$ cat src/aub_pkg.sv
package aub_pkg;

    localparam int          AUB_DEPTH     = 128;
    localparam int          AUB_AW        = 7;
    localparam logic [7:0]  AUB_DEPTH_C   = 8'h80;
    localparam logic [3:0]  AUB_GAP_MAX   = 4'h8;
    localparam logic [3:0]  AUB_GAP_SAT   = 4'h9;
    localparam logic [7:0]  AUB_Q_FRAME   = 8'h0c;
    localparam logic [7:0]  AUB_TX_HIGH   = 8'h70;
    localparam logic [7:0]  AUB_TX_LOW    = 8'h10;
    localparam logic [1:0]  AUB_TX_GAP    = 2'h3;
    localparam logic [2:0]  AUB_LAST_BIT  = 3'h7;

    localparam logic [3:0]  AUB_ADR_CTRL  = 4'h0;
    localparam logic [3:0]  AUB_ADR_STAT  = 4'h4;
    localparam logic [3:0]  AUB_ADR_DATA  = 4'h8;
    localparam int          AUB_CTRL_TX   = 0;
    localparam int          AUB_CTRL_Q    = 1;
    localparam int          AUB_CTRL_CLR  = 2;
    localparam int          AUB_STAT_OVR  = 0;
    localparam int          AUB_STAT_RDY  = 1;
    localparam int          AUB_STAT_CNT  = 8;

    typedef struct packed {
        logic        cyc;
        logic        stb;
        logic        we;
        logic [3:0]  adr;
        logic [3:0]  sel;
        logic [31:0] dat;
    } aub_wb_req_s;

    typedef struct packed {
        logic valid;
        logic data;
    } aub_ubit_s;

    typedef enum logic [1:0] {AUB_TX_IDLE, AUB_TX_DATA, AUB_TX_ZERO} aub_tx_e;
    typedef enum logic {AUB_RX_SEARCH, AUB_RX_CAPTURE} aub_rx_e;

    function automatic logic aub_hit(input logic [3:0] adr, input logic [3:0] off);
        aub_hit = (adr == off);
    endfunction

endpackage

$ cat src/aub_fifo_mem.sv
`timescale 1ns/1ps
`default_nettype none
module aub_fifo_mem
    import aub_pkg::*;
(
    input  wire logic              clk,
    input  wire logic              we,
    input  wire logic [AUB_AW-1:0] waddr,
    input  wire logic [7:0]        wdata,
    input  wire logic [AUB_AW-1:0] raddr,
    output logic      [7:0]        rdata
);
    logic [7:0] mem [0:AUB_DEPTH-1];

    always_ff @(posedge clk) begin
        if (we) begin
            mem[waddr] <= wdata;
        end
    end

    // Write-through so a byte pushed into an empty buffer is visible one cycle later.
    always_ff @(posedge clk) begin
        if (we && (waddr == raddr)) begin
            rdata <= wdata;
        end else begin
            rdata <= mem[raddr];
        end
    end
endmodule
`default_nettype wire

$ cat src/aub_rx_extract.sv
`timescale 1ns/1ps
`default_nettype none
module aub_rx_extract
    import aub_pkg::*;
(
    input  wire logic      clk,
    input  wire logic      rst_n,
    input  wire aub_ubit_s ubit,
    input  wire logic      q_mode,
    input  wire logic      flush,
    output logic           byte_valid,
    output logic [7:0]     byte_data
);
    aub_rx_e    state_reg;
    logic [2:0] bit_cnt_reg;
    logic [6:0] shift_reg;
    logic [3:0] zero_cnt_reg;
    logic       msg_start_reg;
    logic [6:0] q_sh_reg;
    logic [2:0] q_cnt_reg;

    always_ff @(posedge clk) begin
        if (!rst_n || flush) begin
            state_reg     <= AUB_RX_SEARCH;
            bit_cnt_reg   <= 3'h0;
            shift_reg     <= 7'h00;
            zero_cnt_reg  <= AUB_GAP_SAT;
            msg_start_reg <= 1'b1;
        end else if (ubit.valid) begin
            case (state_reg)
                AUB_RX_SEARCH: begin
                    if (ubit.data) begin
                        state_reg     <= AUB_RX_CAPTURE;
                        shift_reg     <= 7'h01;
                        bit_cnt_reg   <= 3'h1;
                        msg_start_reg <= (zero_cnt_reg > AUB_GAP_MAX);
                    end else if (zero_cnt_reg != AUB_GAP_SAT) begin
                        zero_cnt_reg <= zero_cnt_reg + 4'h1;
                    end
                end
                AUB_RX_CAPTURE: begin
                    shift_reg   <= {shift_reg[5:0], ubit.data};
                    bit_cnt_reg <= bit_cnt_reg + 3'h1;
                    if (bit_cnt_reg == AUB_LAST_BIT) begin
                        state_reg    <= AUB_RX_SEARCH;
                        zero_cnt_reg <= 4'h0;
                    end
                end
                default: state_reg <= AUB_RX_SEARCH;
            endcase
        end
    end

    // Q bit is the second bit of every byte; eight of them pack into one stored byte.
    always_ff @(posedge clk) begin
        if (!rst_n || flush) begin
            q_sh_reg  <= 7'h00;
            q_cnt_reg <= 3'h0;
        end else if (ubit.valid && state_reg == AUB_RX_CAPTURE && bit_cnt_reg == 3'h1) begin
            q_sh_reg  <= {q_sh_reg[5:0], ubit.data};
            q_cnt_reg <= q_cnt_reg + 3'h1;
        end
    end

    always_ff @(posedge clk) begin
        if (!rst_n || flush) begin
            byte_valid <= 1'b0;
            byte_data  <= 8'h00;
        end else begin
            byte_valid <= 1'b0;
            if (ubit.valid && state_reg == AUB_RX_CAPTURE) begin
                if (!q_mode && bit_cnt_reg == AUB_LAST_BIT) begin
                    byte_valid <= 1'b1;
                    byte_data  <= {msg_start_reg, shift_reg[5:0], ubit.data};
                end else if (q_mode && bit_cnt_reg == 3'h1 && q_cnt_reg == AUB_LAST_BIT) begin
                    byte_valid <= 1'b1;
                    byte_data  <= {q_sh_reg, ubit.data};
                end
            end
        end
    end

    a_gap_boundary: assert property (@(posedge clk) disable iff (!rst_n)
        ubit.valid && ubit.data && state_reg == AUB_RX_SEARCH && !flush
        |=> msg_start_reg == ($past(zero_cnt_reg) > AUB_GAP_MAX))
        else $error("message start flag does not follow the zero gap length");
endmodule
`default_nettype wire

$ cat src/aub_top.sv
// Function
// - More than eight zeros separate two messages.
// - Up to eight zeros keep one message.
// - Link bytes go MSB first, start bit one.
// - Q mode delivers twelve bytes per frame.
// - Normal mode stores bytes, drops gap zeros.
// - First message byte MSB one, others zero.
// - Buffer is a 128-byte FIFO.
// - Normal mode ready low while any byte is held.
// - Serial read shifts each byte LSB first.
// - Q bits packed eight per byte, earliest MSB.
// - Q mode ready low at twelve or more.
// - Clear command empties buffer, ready goes high in receive.
// - Full buffer stops writes, overrun flag sets.
// - Reads of empty buffer return zero.
// - Transmit ready high at 112, low at 16.
// - Transmit sends zero bits when buffer empty.
// - Transmit writes to full buffer refused, overrun.
// - Transmit inserts four zeros between bytes.
//
// The placing of the registers and the Wishbone register port were left to the implementer.
`timescale 1ns/1ps
`default_nettype none
module aub_top
    import aub_pkg::*;
(
    input  wire logic          CLK_SYS,
    input  wire logic          RST_N,
    input  wire aub_wb_req_s   WB_REQ,
    output logic               WB_ACK,
    output logic        [31:0] WB_DAT,
    input  wire aub_ubit_s     UBIT_RX,
    input  wire logic          UBIT_TX_REQ,
    output logic               UBIT_TX,
    input  wire logic          SER_SHIFT,
    output logic               SER_DATA,
    output logic               USER_DATA_READY_N
);
    logic              tx_mode_reg;
    logic              q_mode_reg;
    logic              ack_reg;
    logic       [31:0] dat_reg;
    logic              rd_got_reg;
    logic [AUB_AW-1:0] wr_ptr_reg;
    logic [AUB_AW-1:0] rd_ptr_reg;
    logic        [7:0] count_reg;
    logic        [7:0] count_next;
    logic              overrun_reg;
    logic              ready_n_reg;
    logic              ready_n_next;
    logic        [7:0] mem_rdata;
    logic              ext_valid;
    logic        [7:0] ext_byte;
    aub_tx_e           tx_state_reg;
    logic        [2:0] tx_cnt_reg;
    logic        [7:0] tx_sh_reg;
    logic        [2:0] ser_cnt_reg;
    logic        [6:0] ser_sh_reg;
    logic              wb_req;
    logic              wb_take;
    logic              wr_ctrl;
    logic              wr_stat;
    logic              wr_data;
    logic              rd_data;
    logic              clear;
    logic              empty;
    logic              full;
    logic              push_req;
    logic              push;
    logic        [7:0] push_byte;
    logic              pop;
    logic              tx_load;
    logic              ser_load;

    assign wb_req  = WB_REQ.cyc && WB_REQ.stb;
    assign wb_take = wb_req && ack_reg;
    assign wr_ctrl = wb_take && WB_REQ.we && WB_REQ.sel[0] && aub_hit(WB_REQ.adr, AUB_ADR_CTRL);
    assign wr_stat = wb_take && WB_REQ.we && WB_REQ.sel[0] && aub_hit(WB_REQ.adr, AUB_ADR_STAT);
    assign wr_data = wb_take && WB_REQ.we && WB_REQ.sel[0] && aub_hit(WB_REQ.adr, AUB_ADR_DATA);
    assign rd_data = wb_take && !WB_REQ.we && aub_hit(WB_REQ.adr, AUB_ADR_DATA);
    assign clear   = wr_ctrl && WB_REQ.dat[AUB_CTRL_CLR];
    assign empty   = (count_reg == 8'h00);
    assign full    = (count_reg == AUB_DEPTH_C);

    // Receive fills from the link, transmit from the host; never both at once.
    assign push_req  = tx_mode_reg ? wr_data : ext_valid;
    assign push_byte = tx_mode_reg ? WB_REQ.dat[7:0] : ext_byte;
    assign push      = push_req && !full && !clear;
    assign tx_load   = tx_mode_reg && UBIT_TX_REQ && tx_state_reg == AUB_TX_IDLE && !empty;
    assign ser_load  = !tx_mode_reg && SER_SHIFT && ser_cnt_reg == 3'h0 && !empty && !wb_req;
    assign pop       = !clear && (tx_load || ser_load || (rd_data && rd_got_reg));

    aub_rx_extract u_extract (
        .clk        (CLK_SYS),
        .rst_n      (RST_N),
        .ubit       (UBIT_RX),
        .q_mode     (q_mode_reg),
        .flush      (clear || tx_mode_reg),
        .byte_valid (ext_valid),
        .byte_data  (ext_byte)
    );

    aub_fifo_mem u_mem (
        .clk   (CLK_SYS),
        .we    (push),
        .waddr (wr_ptr_reg),
        .wdata (push_byte),
        .raddr (rd_ptr_reg),
        .rdata (mem_rdata)
    );

    always_ff @(posedge CLK_SYS) begin
        if (!RST_N) begin
            tx_mode_reg <= 1'b0;
            q_mode_reg  <= 1'b0;
        end else if (wr_ctrl) begin
            tx_mode_reg <= WB_REQ.dat[AUB_CTRL_TX];
            q_mode_reg  <= WB_REQ.dat[AUB_CTRL_Q];
        end
    end

    // One wait state: the answer always comes in the cycle after the request is seen.
    always_ff @(posedge CLK_SYS) begin
        if (!RST_N) begin
            ack_reg    <= 1'b0;
            dat_reg    <= 32'h0000_0000;
            rd_got_reg <= 1'b0;
        end else begin
            ack_reg <= wb_req && !ack_reg;
            if (wb_req && !ack_reg && !WB_REQ.we) begin
                rd_got_reg <= 1'b0;
                dat_reg    <= 32'h0000_0000;
                if (aub_hit(WB_REQ.adr, AUB_ADR_CTRL)) begin
                    dat_reg[AUB_CTRL_TX] <= tx_mode_reg;
                    dat_reg[AUB_CTRL_Q]  <= q_mode_reg;
                end else if (aub_hit(WB_REQ.adr, AUB_ADR_STAT)) begin
                    dat_reg[AUB_STAT_OVR]                <= overrun_reg;
                    dat_reg[AUB_STAT_RDY]                <= ready_n_reg;
                    dat_reg[AUB_STAT_CNT+7:AUB_STAT_CNT] <= count_reg;
                end else if (aub_hit(WB_REQ.adr, AUB_ADR_DATA) && !tx_mode_reg && !empty) begin
                    dat_reg[7:0] <= mem_rdata;
                    rd_got_reg   <= 1'b1;
                end
            end
        end
    end

    assign WB_ACK = ack_reg;
    assign WB_DAT = dat_reg;

    always_ff @(posedge CLK_SYS) begin
        if (!RST_N || clear) begin
            wr_ptr_reg <= '0;
            rd_ptr_reg <= '0;
        end else begin
            if (push) begin
                wr_ptr_reg <= wr_ptr_reg + 7'h01;
            end
            if (pop) begin
                rd_ptr_reg <= rd_ptr_reg + 7'h01;
            end
        end
    end

    always_comb begin
        count_next = count_reg;
        if (clear) begin
            count_next = 8'h00;
        end else if (push && !pop) begin
            count_next = count_reg + 8'h01;
        end else if (pop && !push) begin
            count_next = count_reg - 8'h01;
        end
    end

    always_ff @(posedge CLK_SYS) begin
        if (!RST_N) begin
            count_reg <= 8'h00;
        end else begin
            count_reg <= count_next;
        end
    end

    // A refused byte in the same cycle as a software clear still leaves the flag set.
    always_ff @(posedge CLK_SYS) begin
        if (!RST_N) begin
            overrun_reg <= 1'b0;
        end else if (push_req && full) begin
            overrun_reg <= 1'b1;
        end else if (wr_stat && WB_REQ.dat[AUB_STAT_OVR]) begin
            overrun_reg <= 1'b0;
        end
    end

    always_comb begin
        ready_n_next = ready_n_reg;
        // The new mode is not in force yet, so a clear into receive raises ready here.
        if (clear && !WB_REQ.dat[AUB_CTRL_TX]) begin
            ready_n_next = 1'b1;
        end else if (tx_mode_reg) begin
            if (count_next >= AUB_TX_HIGH) begin
                ready_n_next = 1'b1;
            end else if (count_next <= AUB_TX_LOW) begin
                ready_n_next = 1'b0;
            end
        end else if (q_mode_reg) begin
            ready_n_next = (count_next < AUB_Q_FRAME);
        end else begin
            ready_n_next = (count_next == 8'h00);
        end
    end

    always_ff @(posedge CLK_SYS) begin
        if (!RST_N) begin
            ready_n_reg <= 1'b1;
        end else begin
            ready_n_reg <= ready_n_next;
        end
    end

    assign USER_DATA_READY_N = ready_n_reg;

    // Outgoing link: each request gets one bit in the next cycle.
    always_ff @(posedge CLK_SYS) begin
        if (!RST_N || !tx_mode_reg) begin
            tx_state_reg <= AUB_TX_IDLE;
            tx_cnt_reg   <= 3'h0;
            tx_sh_reg    <= 8'h00;
            UBIT_TX      <= 1'b0;
        end else if (UBIT_TX_REQ) begin
            case (tx_state_reg)
                AUB_TX_IDLE: begin
                    if (!empty) begin
                        UBIT_TX      <= mem_rdata[7];
                        tx_sh_reg    <= {mem_rdata[6:0], 1'b0};
                        tx_cnt_reg   <= 3'h1;
                        tx_state_reg <= AUB_TX_DATA;
                    end else begin
                        UBIT_TX <= 1'b0;
                    end
                end
                AUB_TX_DATA: begin
                    UBIT_TX    <= tx_sh_reg[7];
                    tx_sh_reg  <= {tx_sh_reg[6:0], 1'b0};
                    tx_cnt_reg <= tx_cnt_reg + 3'h1;
                    if (tx_cnt_reg == AUB_LAST_BIT) begin
                        tx_state_reg <= AUB_TX_ZERO;
                        tx_cnt_reg   <= 3'h0;
                    end
                end
                AUB_TX_ZERO: begin
                    UBIT_TX    <= 1'b0;
                    tx_cnt_reg <= tx_cnt_reg + 3'h1;
                    if (tx_cnt_reg[1:0] == AUB_TX_GAP) begin
                        tx_state_reg <= AUB_TX_IDLE;
                    end
                end
                default: tx_state_reg <= AUB_TX_IDLE;
            endcase
        end
    end

    // Serial read path; a shift on an empty buffer yields zero bits.
    always_ff @(posedge CLK_SYS) begin
        if (!RST_N || clear || tx_mode_reg) begin
            ser_cnt_reg <= 3'h0;
            ser_sh_reg  <= 7'h00;
            SER_DATA    <= 1'b0;
        end else if (SER_SHIFT && !wb_req) begin
            ser_cnt_reg <= ser_cnt_reg + 3'h1;
            if (ser_cnt_reg == 3'h0) begin
                SER_DATA   <= empty ? 1'b0 : mem_rdata[0];
                ser_sh_reg <= empty ? 7'h00 : mem_rdata[7:1];
            end else begin
                SER_DATA   <= ser_sh_reg[0];
                ser_sh_reg <= {1'b0, ser_sh_reg[6:1]};
            end
        end
    end

    a_fifo_bound: assert property (@(posedge CLK_SYS) disable iff (!RST_N)
        count_reg <= AUB_DEPTH_C)
        else $error("buffer count above capacity");

    a_full_refuse: assert property (@(posedge CLK_SYS) disable iff (!RST_N)
        push_req && full && !pop && !clear |=> count_reg == AUB_DEPTH_C && overrun_reg)
        else $error("write into full buffer not refused or not flagged");

    a_clear_empty: assert property (@(posedge CLK_SYS) disable iff (!RST_N)
        clear && !WB_REQ.dat[AUB_CTRL_TX] |=> count_reg == 8'h00 && USER_DATA_READY_N ##1 WB_ACK == 1'b0)
        else $error("clear did not empty the buffer and raise ready");

    a_rx_ready: assert property (@(posedge CLK_SYS) disable iff (!RST_N)
        !tx_mode_reg && !q_mode_reg && $stable(q_mode_reg) && $stable(tx_mode_reg)
        |-> USER_DATA_READY_N == (count_reg == 8'h00))
        else $error("ready does not track non-empty buffer");

    a_q_ready: assert property (@(posedge CLK_SYS) disable iff (!RST_N)
        !tx_mode_reg && q_mode_reg && $stable(q_mode_reg) && $stable(tx_mode_reg)
        |-> USER_DATA_READY_N == (count_reg < AUB_Q_FRAME))
        else $error("Q mode ready does not track twelve bytes");

    a_tx_hyst: assert property (@(posedge CLK_SYS) disable iff (!RST_N)
        tx_mode_reg && $stable(tx_mode_reg) |->
        (count_reg >= AUB_TX_HIGH -> USER_DATA_READY_N) && (count_reg <= AUB_TX_LOW -> !USER_DATA_READY_N))
        else $error("transmit ready thresholds violated");

    a_tx_empty_zero: assert property (@(posedge CLK_SYS) disable iff (!RST_N)
        tx_mode_reg && UBIT_TX_REQ && tx_state_reg == AUB_TX_IDLE && empty |=> !UBIT_TX)
        else $error("nonzero bit sent from empty buffer");

    a_tx_msb_first: assert property (@(posedge CLK_SYS) disable iff (!RST_N)
        tx_load && !wr_ctrl |=> UBIT_TX == $past(mem_rdata[7]) && tx_state_reg == AUB_TX_DATA)
        else $error("transmit byte not sent MSB first");

    a_tx_gap_zero: assert property (@(posedge CLK_SYS) disable iff (!RST_N)
        tx_mode_reg && UBIT_TX_REQ && tx_state_reg == AUB_TX_ZERO && !wr_ctrl
        |=> !UBIT_TX ##0 (tx_state_reg == AUB_TX_IDLE) == ($past(tx_cnt_reg[1:0]) == AUB_TX_GAP))
        else $error("gap between transmit bytes is not four zeros");

    a_ser_lsb_first: assert property (@(posedge CLK_SYS) disable iff (!RST_N)
        ser_load && !wr_ctrl |=> SER_DATA == $past(mem_rdata[0]))
        else $error("serial read not LSB first");

    a_empty_read: assert property (@(posedge CLK_SYS) disable iff (!RST_N)
        wb_req && !ack_reg && !WB_REQ.we && aub_hit(WB_REQ.adr, AUB_ADR_DATA) && empty
        |=> WB_ACK && WB_DAT == 32'h0000_0000)
        else $error("empty buffer read returned nonzero data");

    a_overrun_hold: assert property (@(posedge CLK_SYS) disable iff (!RST_N)
        overrun_reg && !(wr_stat && WB_REQ.dat[AUB_STAT_OVR]) |=> overrun_reg)
        else $error("overrun flag lost without a clear");

    a_tx_refuse: assert property (@(posedge CLK_SYS) disable iff (!RST_N)
        tx_mode_reg && wr_data && full |=> overrun_reg && wr_ptr_reg == $past(wr_ptr_reg))
        else $error("transmit write into full buffer not refused");

    c_overrun: cover property (@(posedge CLK_SYS) disable iff (!RST_N) push_req && full);
    c_q_ready: cover property (@(posedge CLK_SYS) disable iff (!RST_N) q_mode_reg && !USER_DATA_READY_N);
    c_tx_gap: cover property (@(posedge CLK_SYS) disable iff (!RST_N)
        tx_state_reg == AUB_TX_ZERO ##1 tx_state_reg == AUB_TX_IDLE);
    c_rd_pop: cover property (@(posedge CLK_SYS) disable iff (!RST_N) rd_data && rd_got_reg);
    c_ser_read: cover property (@(posedge CLK_SYS) disable iff (!RST_N) ser_load);
endmodule
`default_nettype wire

$ cat config.mk
export PLATFORM = sky130hd
export DESIGN_NAME = aub_top
export DESIGN_NICKNAME = d
export VERILOG_FILES = /design/src/aub_pkg.sv /design/src/aub_fifo_mem.sv /design/src/aub_rx_extract.sv /design/src/aub_top.sv
export SDC_FILE = /design/constraint.sdc
export NUM_CORES = 1
export LEC_CHECK = 0
export BUFFER_PORTS_ARGS = -buffer_cell sky130_fd_sc_hd__buf_2
export CELL_PAD_IN_SITES_DETAIL_PLACEMENT = 0
export CELL_PAD_IN_SITES_GLOBAL_PLACEMENT = 1
export CORE_MARGIN = 2
export CORE_UTILIZATION = 35
export CTS_CLUSTER_DIAMETER = 40
export DETAILED_ROUTE_END_ITERATION = 6
export PLACE_DENSITY_LB_ADDON = 0.25
export SETUP_SLACK_MARGIN = 0.3
export SYNTH_ARGS = -nofsm -noshare
export SYNTH_HDL_FRONTEND = slang
export SYNTH_SLANG_ARGS = --single-unit
$ cat constraint.sdc
create_clock -name CLK_SYS -period 9.2 [get_ports CLK_SYS]
set_input_delay 0.46 -clock CLK_SYS [delete_from_list [all_inputs] [get_ports CLK_SYS]]
set_output_delay 0.46 -clock CLK_SYS [all_outputs]
set_load 0.005 [all_outputs]
==> metrics.md, run 1 <==
| Metric | Value |
|---|---|
| Post-synthesis mux area share | `0.175` |
| # setup viols final | `0` |
| DRC Markers | `0` |
| Placement Rows | `131` |
| Core area | `0.127 mm²` |
| Post-CTS resize count | `0` |
| Yosys reg bits | `1133` |
| Critical path type | `flip-flop to flip-flop` |
| Synth Area in Compound Gates | `0.0200` |
| Pwr Total | `0.0125 W` |
| DRT Pass-1 Iters | `5` |
| Crit start category | `flip-flop` |
| Register-to-Register Setup Slack | `4.82 ns` |
| Num ports | `85` |
| Tot GR Track Use | `0.162` |
| Largest net degree at the start of global routing | `115` |
| WL final | `105000 µm` |
| Reg power frac | `0.452` |
| PwrDens | `244 mW/mm²` |
| Share of the yosys chip area belonging to registers | `0.738` |
| Largest family of logic cells by synthesized area | `multiplexers` |
| Most common cell after layout, fill and taps aside | `edfxtp_1` |
| CTS sink cnt | `1133` |
| Share of the clock period used by the worst path | `0.476` |
| CTS Root Cell | `clkbuf_16` |
| 1st-iter DRT viols | `1934` |
| Vias in the first global route | `22400` |
| Post-route setup slack | `4.82 ns` |
| CP top delay family | `simple AND/OR/NAND/NOR gates` |
| Grt ovf | `0` |
| Postcts setup bufs | `0` |
| Final Util | `0.405` |
| XOR/XNOR share of the synthesized area | `0.00451` |
| Via Count | `21700` |
| Adder-cell area share of the yosys netlist | `0.00589` |
| Worst hold path depth | `3` |
| Path category of the worst min-delay check | `input port to flip-flop` |
| CP Cell Sequence | `nand3_1, o41ai_2, nand2_1, nor2_2, nand4_1, buf_4, nor2_1` |
| Fmax | `228 MHz` |
| RePlAce Congestion | `0.760` |
| CP Max Fanout | `10` |
| Worst path bufs/invs | `1` |
| IO buf count | `41` |
| Max Cap Viol | `0` |
| Max-slew violations | `0` |
| Die Span Y | `361 µm` |
| Worst R2R Start | `WB_ACK$_SDFF_PN0_` |
| Initial antenna violation count | `4` |
| Share of layout cells above drive strength 1 | `0.268` |
| Gate Count Post-Synth | `2217` |
| RSZ-0062 raised after global routing | `false` |
| Leading cell types in the layout, fill and taps excluded | `1024 x edfxtp_1, 330 x mux4_2, 196 x nor2_1` |
| Crit end category | `flip-flop` |
| Net Sw Frac | `0.241` |
| Async S/R FF share, synth | `0` |
| Ys Warns | `0` |
| Fin. Hold Viols | `0` |
| Vias per Instance | `5.29` |
| Reg with most FFs | `u_mem.mem` |
| Psw | `0.00302 W` |
| Diode count | `0` |
| Internal | `0.00952 W` |
| CP required | `9.56 ns` |
| Slowest stage delay, CP | `0.90 ns` |
| CTS clk-pin slew, worst paths | `0.05 ns` |
| Synth Flop Type | `edfxtp_1` |
| Period minus WS final | `4.38 ns` |
| Simple-gate portion of the synthesized area | `0.0394` |
| Outcome | `complete, no violations` |
| Worst vdd ir | `0.189 mV` |
| Hold Crit Start | `UBIT_RX[1]` |
| Comb power frac | `0.096` |
| Post-Syn Area | `0.0446 mm²` |
| Setup TNS Final | `0 ns` |
| Pre-CTS WS | `4.25 ns` |
| CTS buffer count | `148` |
| Post-route antenna net violation count | `0` |
| Slew @ Worst Pin | `1.14 ns` |
| Fin nets | `2385` |
| Clk Latency, worst-skew pair | `0.75 ns` |
| Layout Skew | `0.0351 ns` |
| Hold endpoint | `u_extract.shift_reg[0]$_SDFFE_PP0P_` |
| Number of enable flip-flop cells after synthesis | `1024` |
| R2r endpoint | `u_mem.mem[15][0]$_DFFE_PP_` |
| Die area | `0.130 mm²` |
| DP Wirelength | `61000 µm` |
| Leakage | `18.4 nW` |
| Synth cell types | `64` |
| Worst relative slew slack | `0.232` |
| Clock Path Buffers | `3` |
| Clock power share | `0.452` |
| Number of flip-flops in the largest register | `1024` |
| Die width | `361 µm` |
| FF-to-FF path depth | `7` |
| CTS HTree Levels | `4` |
| Slowest cell on crit path | `nand4_1` |
| Routed WL per cell | `25.6 µm` |
| Avg Inst Size Synth | `20.1 µm²` |
| Initial Util | `0.351` |
| Area growth syn-to-layout | `15.4%` |
| First-pass GRT wire length | `154000 µm` |
| CTS tree | `done` |
| Critical Path AT | `4.74 ns` |
[cell usage after synthesis (3+ instances only)]
cell type | instances | area (µm²)
edfxtp_1 | 1024 | 30700
mux4_2 | 330 | 7430
nor2_1 | 196 | 736
dfxtp_1 | 109 | 2180
nand2_1 | 71 | 267
clkbuf_1 | 64 | 240
a21oi_1 | 30 | 150
nand3_1 | 28 | 140
mux2i_1 | 26 | 260
buf_2 | 25 | 125
nor2b_1 | 25 | 156
buf_4 | 23 | 173
a22oi_1 | 21 | 158
ha_1 | 21 | 263
nor3_1 | 20 | 100
o21ai_0 | 18 | 90.1
inv_1 | 14 | 52.6
xor2_1 | 14 | 123
buf_1 | 13 | 48.8
buf_6 | 11 | 124
a211oi_1 | 10 | 75.1
mux2_2 | 10 | 113
nand2b_1 | 9 | 56.3
nand4_1 | 9 | 56.3
xnor2_1 | 9 | 78.8
o21a_1 | 8 | 60.1
a221oi_1 | 7 | 61.3
and3_1 | 7 | 43.8
a22o_1 | 6 | 52.6
and2_1 | 6 | 37.5
a21boi_0 | 4 | 30.0
nor3b_1 | 4 | 30.0
or3_1 | 4 | 25.0
nand3b_1 | 3 | 22.5
[power groups by stage]
stage | Clock [W] | Sequential [W] | Combinational [W]
floorplan | 0 | 0.00569 | 0.00106
global placement | 0 | 0.00577 | 0.00123
detailed placement | 0 | 0.00578 | 0.00124
CTS | 0.00578 | 0.00567 | 0.00124
global route | 0.00599 | 0.00568 | 0.00132
finish | 0.00567 | 0.00567 | 0.00121
[worst register-to-register path: cells and delay by family, from the launching register on]
| family | cells | cell delay [ns] |
|---|---|---|
| compound gates | 1 | 0.49 |
| flops | 1 | 0.41 |
| buf+inv | 1 | 0.58 |
| simple gates | 5 | 2.53 |
[routing by layer]
layer | share of wire | vias to the layer above | GRT usage | wire, µm
met3 | 0.058 | 175 | 0.0303 | 6070
li1 | - | 9282 | - | -
met4 | 0.024 | 0 | 0.0504 | 2540
met2 | 0.48 | 636 | 0.258 | 50500
met1 | 0.44 | 11600 | 0.225 | 45600
met5 | 0 | - | 0 | 0
[metrics by stage]
stage / area [µm²] / hold WS, ns / instances
2_1_floorplan: 44700 / 0.349 / 2232
3_3_place_gp: 46600 / 0.358 / 3825
3_5_place_dp: 46600 / 0.360 / 3825
4_1_cts: 51500 / 0.0116 / 4100
5_1_grt: 51500 / 0.0728 / 4100
6_report: 51500 / 0.0745 / 4100
[logic make-up after synthesis]
logic type | count (synthesis)
xor gates and xnor gates | 23
AOI/OAI and AO/OA | 129
muxes | 366
other | 1
DFF | 1133
buffers and inverters | 151
adders and majority gates | 21
and+or+nand+nor | 393
[worst max-delay path by stage]
stage,slack (ns),startpoint,to,cells past startpoint
2_1_floorplan,5.95,WB_REQ[37],u_mem.mem[127][0]$_DFFE_PP_,7
3_3_place_gp,4.30,WB_REQ[37],u_mem.mem[15][2]$_DFFE_PP_,8
3_5_place_dp,4.25,WB_REQ[37],u_mem.mem[15][2]$_DFFE_PP_,8
4_1_cts,4.79,WB_ACK$_SDFF_PN0_,u_mem.mem[15][0]$_DFFE_PP_,7
5_1_grt,4.49,WB_ACK$_SDFF_PN0_,u_mem.mem[7][1]$_DFFE_PP_,7
6_report,4.82,WB_ACK$_SDFF_PN0_,u_mem.mem[15][0]$_DFFE_PP_,7
[layout make-up]
cell class                      instances  area (µm²)
Tap cell                             1662        2080
Fill cell                           11100       75500
Timing Repair Buffer                   69         470
Sequential cell                      1133       32900
Clock buffer                          174        3930
Clock inverter                         99        1000
Inverter                               15        56.3
Multi-Input combinational cell        948       11000
[timing repair]
item | in CTS | in global routing
endpoints found under the hold margin | 2 | 0
endpoints found under the setup margin | 0 | 0
hold buffers | 2 | 0
Note: power is estimated with default switching activity, not from simulation.
==> run 2: changes to the inputs <==
==> constraint.sdc (replaced) <==
create_clock -name CLK_SYS -period 4.4 [get_ports CLK_SYS]
set_input_delay 0.22 -clock CLK_SYS [delete_from_list [all_inputs] [get_ports CLK_SYS]]
set_output_delay 0.22 -clock CLK_SYS [all_outputs]
set_load 0.005 [all_outputs]
==> metrics.md, run 2 (same netlist as run 1, synthesis figures left out) <==
| Metric | Value |
|---|---|
| Setup TNS Final | `0 ns` |
| # setup viols final | `0` |
| Die width | `361 µm` |
| 1st-iter DRT viols | `1817` |
| Post-route antenna net violation count | `0` |
| Grt ovf | `0` |
| Number of flip-flops in the largest register | `1024` |
| DRT Pass-1 Iters | `6` |
| Post-route setup slack | `0.783 ns` |
| DRC Markers | `0` |
| Initial Util | `0.351` |
| Period minus WS final | `3.62 ns` |
| Vias in the first global route | `22700` |
| Fin nets | `2504` |
| CP required | `5.01 ns` |
| Via Count | `21900` |
| Leakage | `19.2 nW` |
| CTS clk-pin slew, worst paths | `0.05 ns` |
| CTS tree | `done` |
| Outcome | `complete, no violations` |
| Hold Crit Start | `WB_REQ[2]` |
| Placement Rows | `131` |
| Die Span Y | `361 µm` |
| CP most frequent cell | `mux4_2` |
| Critical path type | `flip-flop to flip-flop` |
| Slowest stage delay, CP | `0.60 ns` |
| CTS sink cnt | `1133` |
| Layout Skew | `0.0318 ns` |
| Slowest cell on crit path | `dfxtp_4` |
| Share of layout cells above drive strength 1 | `0.298` |
| Clk Latency, worst-skew pair | `0.75 ns` |
| Critical Path AT | `4.23 ns` |
| CP Cell Sequence | `buf_12, buf_4, mux4_2, mux4_2, mux4_2, o21a_1, a221oi_1, nor2_1` |
| Most common cell after layout, fill and taps aside | `edfxtp_1` |
| Comb power frac | `0.106` |
| Hold endpoint | `USER_DATA_READY_N$_SDFFE_PP1P_` |
| CP Max Fanout | `23` |
| Area growth syn-to-layout | `18.3%` |
| FF-to-FF path depth | `8` |
| Psw | `0.00647 W` |
| Max-slew violations | `0` |
| Core area | `0.127 mm²` |
| Die area | `0.130 mm²` |
| Reg power frac | `0.440` |
| Pre-CTS WS | `0.610 ns` |
| Internal | `0.0204 W` |
| RSZ-0062 raised after global routing | `false` |
| Crit start category | `flip-flop` |
| Fmax | `276 MHz` |
| Diode count | `0` |
| Vias per Instance | `5.20` |
| Path category of the worst min-delay check | `input port to flip-flop` |
| First-pass GRT wire length | `156000 µm` |
| Share of the clock period used by the worst path | `0.822` |
| Worst relative slew slack | `0.221` |
| DP Wirelength | `64900 µm` |
| Num ports | `85` |
| CTS Root Cell | `clkbuf_16` |
| Clock power share | `0.453` |
| Slew @ Worst Pin | `1.17 ns` |
| Postcts setup bufs | `0` |
| IO buf count | `41` |
| Reg with most FFs | `u_mem.mem` |
| Routed WL per cell | `25.0 µm` |
| R2r endpoint | `ser_sh_reg[4]$_SDFFE_PP0P_` |
| PwrDens | `508 mW/mm²` |
| Initial antenna violation count | `2` |
| CTS buffer count | `150` |
| Largest net degree at the start of global routing | `91` |
| Worst hold path depth | `5` |
| RePlAce Congestion | `0.816` |
| Worst vdd ir | `0.401 mV` |
| CTS HTree Levels | `4` |
| WL final | `106000 µm` |
| Clock Path Buffers | `3` |
| Fin. Hold Viols | `0` |
| Net Sw Frac | `0.241` |
| Register-to-Register Setup Slack | `0.78 ns` |
| Leading cell types in the layout, fill and taps excluded | `1024 x edfxtp_1, 330 x mux4_2, 196 x nor2_1` |
| Tot GR Track Use | `0.163` |
| Max Cap Viol | `0` |
| Crit end category | `flip-flop` |
-- run 2: layer usage --
metal / track usage / part of all wire / vias to the layer above
met5: 0 / 0 / -
met4: 0.0490 / 0.021 / 0
met3: 0.0293 / 0.051 / 154
met2: 0.261 / 0.49 / 615
met1: 0.226 / 0.44 / 11600
li1: - / - / 9529
-- run 2: repair_timing --
action / CTS / global route
gates resized for setup: 0 / 0
hold endpoints to repair: 26 / 0
endpoints found under the setup margin: 0 / 0
hold buffers: 16 / 0
-- run 2: final cells by class --
type                       count  area (µm²)
clock inverter               101        1130
clock buffer                 175        3950
sequential                  1133       32900
timing repair buffer         186        1610
inverter                      15        56.3
multi-input combinational    948       11000
fill                       11000       74200
tap                         1662        2080
-- run 2: worst max-delay path by stage --
stage | startpoint | endpoint | slack [ns]
floorplan | flip-flop | ser_sh_reg[4]$_SDFFE_PP0P_ | 1.26
global placement | WB_REQ[37] | u_mem.mem[63][5]$_DFFE_PP_ | 0.65
detailed placement | WB_REQ[37] | u_mem.mem[63][7]$_DFFE_PP_ | 0.61
CTS | flip-flop | WB_DAT[0]$_SDFFE_PN0P_ | 0.74
global route | WB_REQ[37] | u_mem.mem[68][1]$_DFFE_PP_ | 0.53
finish | flip-flop | ser_sh_reg[4]$_SDFFE_PP0P_ | 0.78
-- run 2: power by group through the flow --
stage	combinational, W	sequential (W)	clock, W
floorplan	0.00223	0.0119	0
global placement	0.00287	0.0120	0
detailed placement	0.00289	0.0120	0
CTS	0.00291	0.0118	0.0124
global route	0.00311	0.0118	0.0129
finish	0.00285	0.0118	0.0122
-- run 2: stage by stage --
stage	area, µm²	util	hold WS (ns)	total power [W]	std cells
2_1_floorplan	44700	-	0.349	0.0141	2232
3_3_place_gp	47500	0.374	0.357	0.0149	3928
3_5_place_dp	47500	0.374	0.359	0.0149	3928
4_1_cts	52800	0.415	0.00655	0.0272	4220
5_1_grt	52800	0.415	0.0812	0.0278	4220
6_report	52800	0.415	0.0841	0.0268	4220
-- run 2: critical path: cells and delay by family (launching register included) --
kind / cells / cell delay [ns]
mux: 3 / 1.63
simple gates: 1 / 0.09
flops: 1 / 0.60
buf+inv: 2 / 0.50
compound gates: 2 / 0.63
==> run 3: changes to the inputs <==
--- a/config.mk
+++ b/config.mk
@@ -5,6 +5,7 @@
 export SDC_FILE = /design/constraint.sdc
 export NUM_CORES = 1
 export LEC_CHECK = 0
+export ABC_AREA = 1
 export BUFFER_PORTS_ARGS = -buffer_cell sky130_fd_sc_hd__buf_2
 export CELL_PAD_IN_SITES_DETAIL_PLACEMENT = 0
 export CELL_PAD_IN_SITES_GLOBAL_PLACEMENT = 1
==> constraint.sdc (replaced) <==
create_clock -name CLK_SYS -period 3.4 [get_ports CLK_SYS]
set_input_delay 0.17 -clock CLK_SYS [delete_from_list [all_inputs] [get_ports CLK_SYS]]
set_output_delay 0.17 -clock CLK_SYS [all_outputs]
set_load 0.005 [all_outputs]
==> metrics.md, run 3 <==
| Metric | Value |
|---|---|
| Outcome | `complete, no violations` |
| WL final | `129000 µm` |
| CTS HTree Levels | `4` |
| CTS tree | `done` |
| Yosys reg bits | `1133` |
| Post-route antenna net violation count | `0` |
| CP Cell Sequence | `buf_4, o21ai_0, o22ai_1, nand2_1, nand3_1, nand2_1, nand2_1, nand3_1, nand2_1, nand2_1, nand2_1, nand2_1, nand2_1, nand2_1, a21oi_1` |
| RSZ-0062 raised after global routing | `true` |
| Multi-input gate area | `0.0119 mm²` |
| Synth top area share | `0.662` |
| Slowest stage delay, CP | `0.67 ns` |
| Initial Util | `0.353` |
| Leading cell types in the layout, fill and taps excluded | `1024 x edfxtp_1, 707 x nor2_1, 582 x nand2_1` |
| Crit end category | `flip-flop` |
| Worst Setup EP | `WB_DAT[1]$_SDFFE_PN0P_` |
| R2r endpoint | `WB_DAT[1]$_SDFFE_PN0P_` |
| CP Max Fanout | `36` |
| Worst vdd ir | `0.519 mV` |
| PwrDens | `681 mW/mm²` |
| Avg Inst Size Synth | `11.5 µm²` |
| Synth top area cells | `edfxtp_1 66%, nor2_1 5.7%, o21ai_0 5.6%, nand2_1 4.8%, dfxtp_1 4.7%` |
| Largest net degree at the start of global routing | `129` |
| Period minus WS final | `3.01 ns` |
| 1st-iter DRT viols | `2586` |
| Simple-gate portion of the synthesized area | `0.137` |
| Vias in the first global route | `30000` |
| Layout Skew | `0.0364 ns` |
| Share of layout cells above drive strength 1 | `0.141` |
| Slew @ Worst Pin | `1.09 ns` |
| First-pass GRT wire length | `192000 µm` |
| Post-synth top cells | `1024 x edfxtp_1, 711 x nor2_1, 589 x nand2_1` |
| Register Area | `0.0329 mm²` |
| Setup TNS Final | `0 ns` |
| Ys Warns | `0` |
| CTS buffer count | `162` |
| Core area | `0.132 mm²` |
| Area growth syn-to-layout | `20.0%` |
| Fmax | `332 MHz` |
| Critical Path AT | `3.68 ns` |
| CP required | `4.07 ns` |
| Tot GR Track Use | `0.189` |
| Slowest cell on crit path | `dfxtp_4` |
| Die Span Y | `368 µm` |
| DRC Markers | `0` |
| Num ports | `85` |
| Worst hold path depth | `6` |
| Max Cap Viol | `0` |
| Grt ovf | `0` |
| Routed WL per cell | `21.1 µm` |
| DRT Pass-1 Iters | `5` |
| Clock Path Buffers | `3` |
| Initial antenna violation count | `1` |
| Post-Syn Area | `0.0464 mm²` |
| Post-synthesis mux area share | `0` |
| RePlAce Congestion | `0.786` |
| Leakage | `20.1 nW` |
| FILL cells | `12400` |
| Post-route setup slack | `0.391 ns` |
| Cell taking the most area after synthesis | `edfxtp_1` |
| Placement Rows | `133` |
| Synth Flop Type | `edfxtp_1` |
| Reg with most FFs | `u_mem.mem` |
| Diode count | `0` |
| Register-to-Register Setup Slack | `0.39 ns` |
| Number of enable flip-flop cells after synthesis | `1024` |
| Adder-cell area share of the yosys netlist | `0.00566` |
| CTS Root Cell | `clkbuf_16` |
| Most common cell after layout, fill and taps aside | `edfxtp_1` |
| Vias per Instance | `5.09` |
| IO buf count | `41` |
| # setup viols final | `0` |
| Clk Latency, worst-skew pair | `0.78 ns` |
| Synth cell types | `46` |
| XOR/XNOR share of the synthesized area | `0.00208` |
| Crit start category | `flip-flop` |
| Number of flip-flops in the largest register | `1024` |
| DP Wirelength | `75900 µm` |
| Async S/R FF share, synth | `0` |
| Share of the yosys chip area belonging to registers | `0.710` |
| Path category of the worst min-delay check | `input port to flip-flop` |
| Max-slew violations | `0` |
| Critical path type | `flip-flop to flip-flop` |
| CTS sink cnt | `1133` |
| FF-to-FF path depth | `15` |
| Die area | `0.136 mm²` |
| Top-count cell post-synth | `edfxtp_1` |
| Largest family of logic cells by synthesized area | `simple AND/OR/NAND/NOR gates` |
| CP most frequent cell | `nand2_1` |
| Die width | `368 µm` |
| Pre-CTS WS | `0.370 ns` |
| CTS clk-pin slew, worst paths | `0.06 ns` |
| Gate Count Post-Synth | `4019` |
| Worst relative slew slack | `0.268` |
| Fin. Hold Viols | `0` |
| Share of the clock period used by the worst path | `0.885` |
| Via Count | `31200` |
| Synth Area in Compound Gates | `0.109` |
| Fin nets | `4301` |
-- run 3: cell types whose count changed after synthesis, sizes merged, moves of 61 or more --
cell,before,now
o21ai,21,551
nand2,71,597
nor2,197,718
mux4,330,0
o22ai,2,256
nand3,28,222
inv,14,91
clkbuf,64,133
a21oi,30,95
buf,72,133
-- run 3: cells by family (layout without fill, tap and decap cells) --
group	count (synthesis)	after routing
adders and majority gates	21	21
AOI/OAI and AO/OA	926	926
other	1	16
xor gates and xnor gates	11	11
and+or+nand+nor	1565	1565
DFF	1133	1133
buffers and inverters	362	697
-- run 3: what timing repair did --
item / CTS / global route
hold endpoints to repair: 63 / 0
gates resized for setup: 0 / 10
setup endpoints to repair: 0 / 45
hold buffers: 21 / 0
buffers inserted: 0 / 1
-- run 3: how the worst min path moves through the flow --
| stage | from | to |
|---|---|---|
| after CTS | WB_REQ[36] | WB_DAT[1]$_SDFFE_PN0P_ |
| after floorplan | RST_N | q_mode_reg$_SDFFE_PN0N_ |
| final | WB_REQ[40] | rd_ptr_reg[2]$_SDFFE_PP0P_ |
| after global routing | WB_REQ[40] | rd_ptr_reg[2]$_SDFFE_PP0P_ |
| after global placement | rd_ptr_reg[1]$_SDFFE_PP0P_ | flip-flop |
| after detailed placement | rd_ptr_reg[1]$_SDFFE_PP0P_ | flip-flop |
-- run 3: worst max-delay path, delay by kind of cell (launching register included) --
kind	cells	cell delay, ns
DFF	1	0.67
AOI/OAI and AO/OA	3	0.50
buffers and inverters	1	0.46
and+or+nand+nor	11	1.23
-- run 3: cell type report --
type / count / share of cell area
Inverter: 96 / 0.00690
Clock inverter: 114 / 0.0226
Clock buffer: 188 / 0.0774
Tap cell: 1755 / 0.0394
Timing Repair Buffer: 299 / 0.0481
Sequential cell: 1133 / 0.592
Multi-Input combinational cell: 2539 / 0.214
-- run 3: stage by stage --
step	cells	power (W)	area, µm²	hold WS, ns	util
after floorplan	4034	0.0193	46500	0.308	-
after global placement	5800	0.0212	49900	0.353	0.379
after detailed placement	5800	0.0212	49900	0.353	0.379
after CTS	6123	0.0383	55600	0.00232	0.423
after global routing	6124	0.0395	55700	0.0862	0.423
final	6124	0.0379	55700	0.0476	0.423
-- run 3: power by group --
group          internal (W)  switching, W
registers            0.0150      0.000147
logic               0.00184       0.00385
clock network        0.0106       0.00642
total                0.0275        0.0104
-- run 3: metal layers --
metal	vias to the layer above	share of wire	wire [µm]	GRT usage
met1	15300	0.46	58900	0.263
met3	205	0.054	6970	0.0318
met5	-	0	0	0
li1	14900	-	-	-
met2	796	0.46	59800	0.297
met4	0	0.028	3620	0.0677
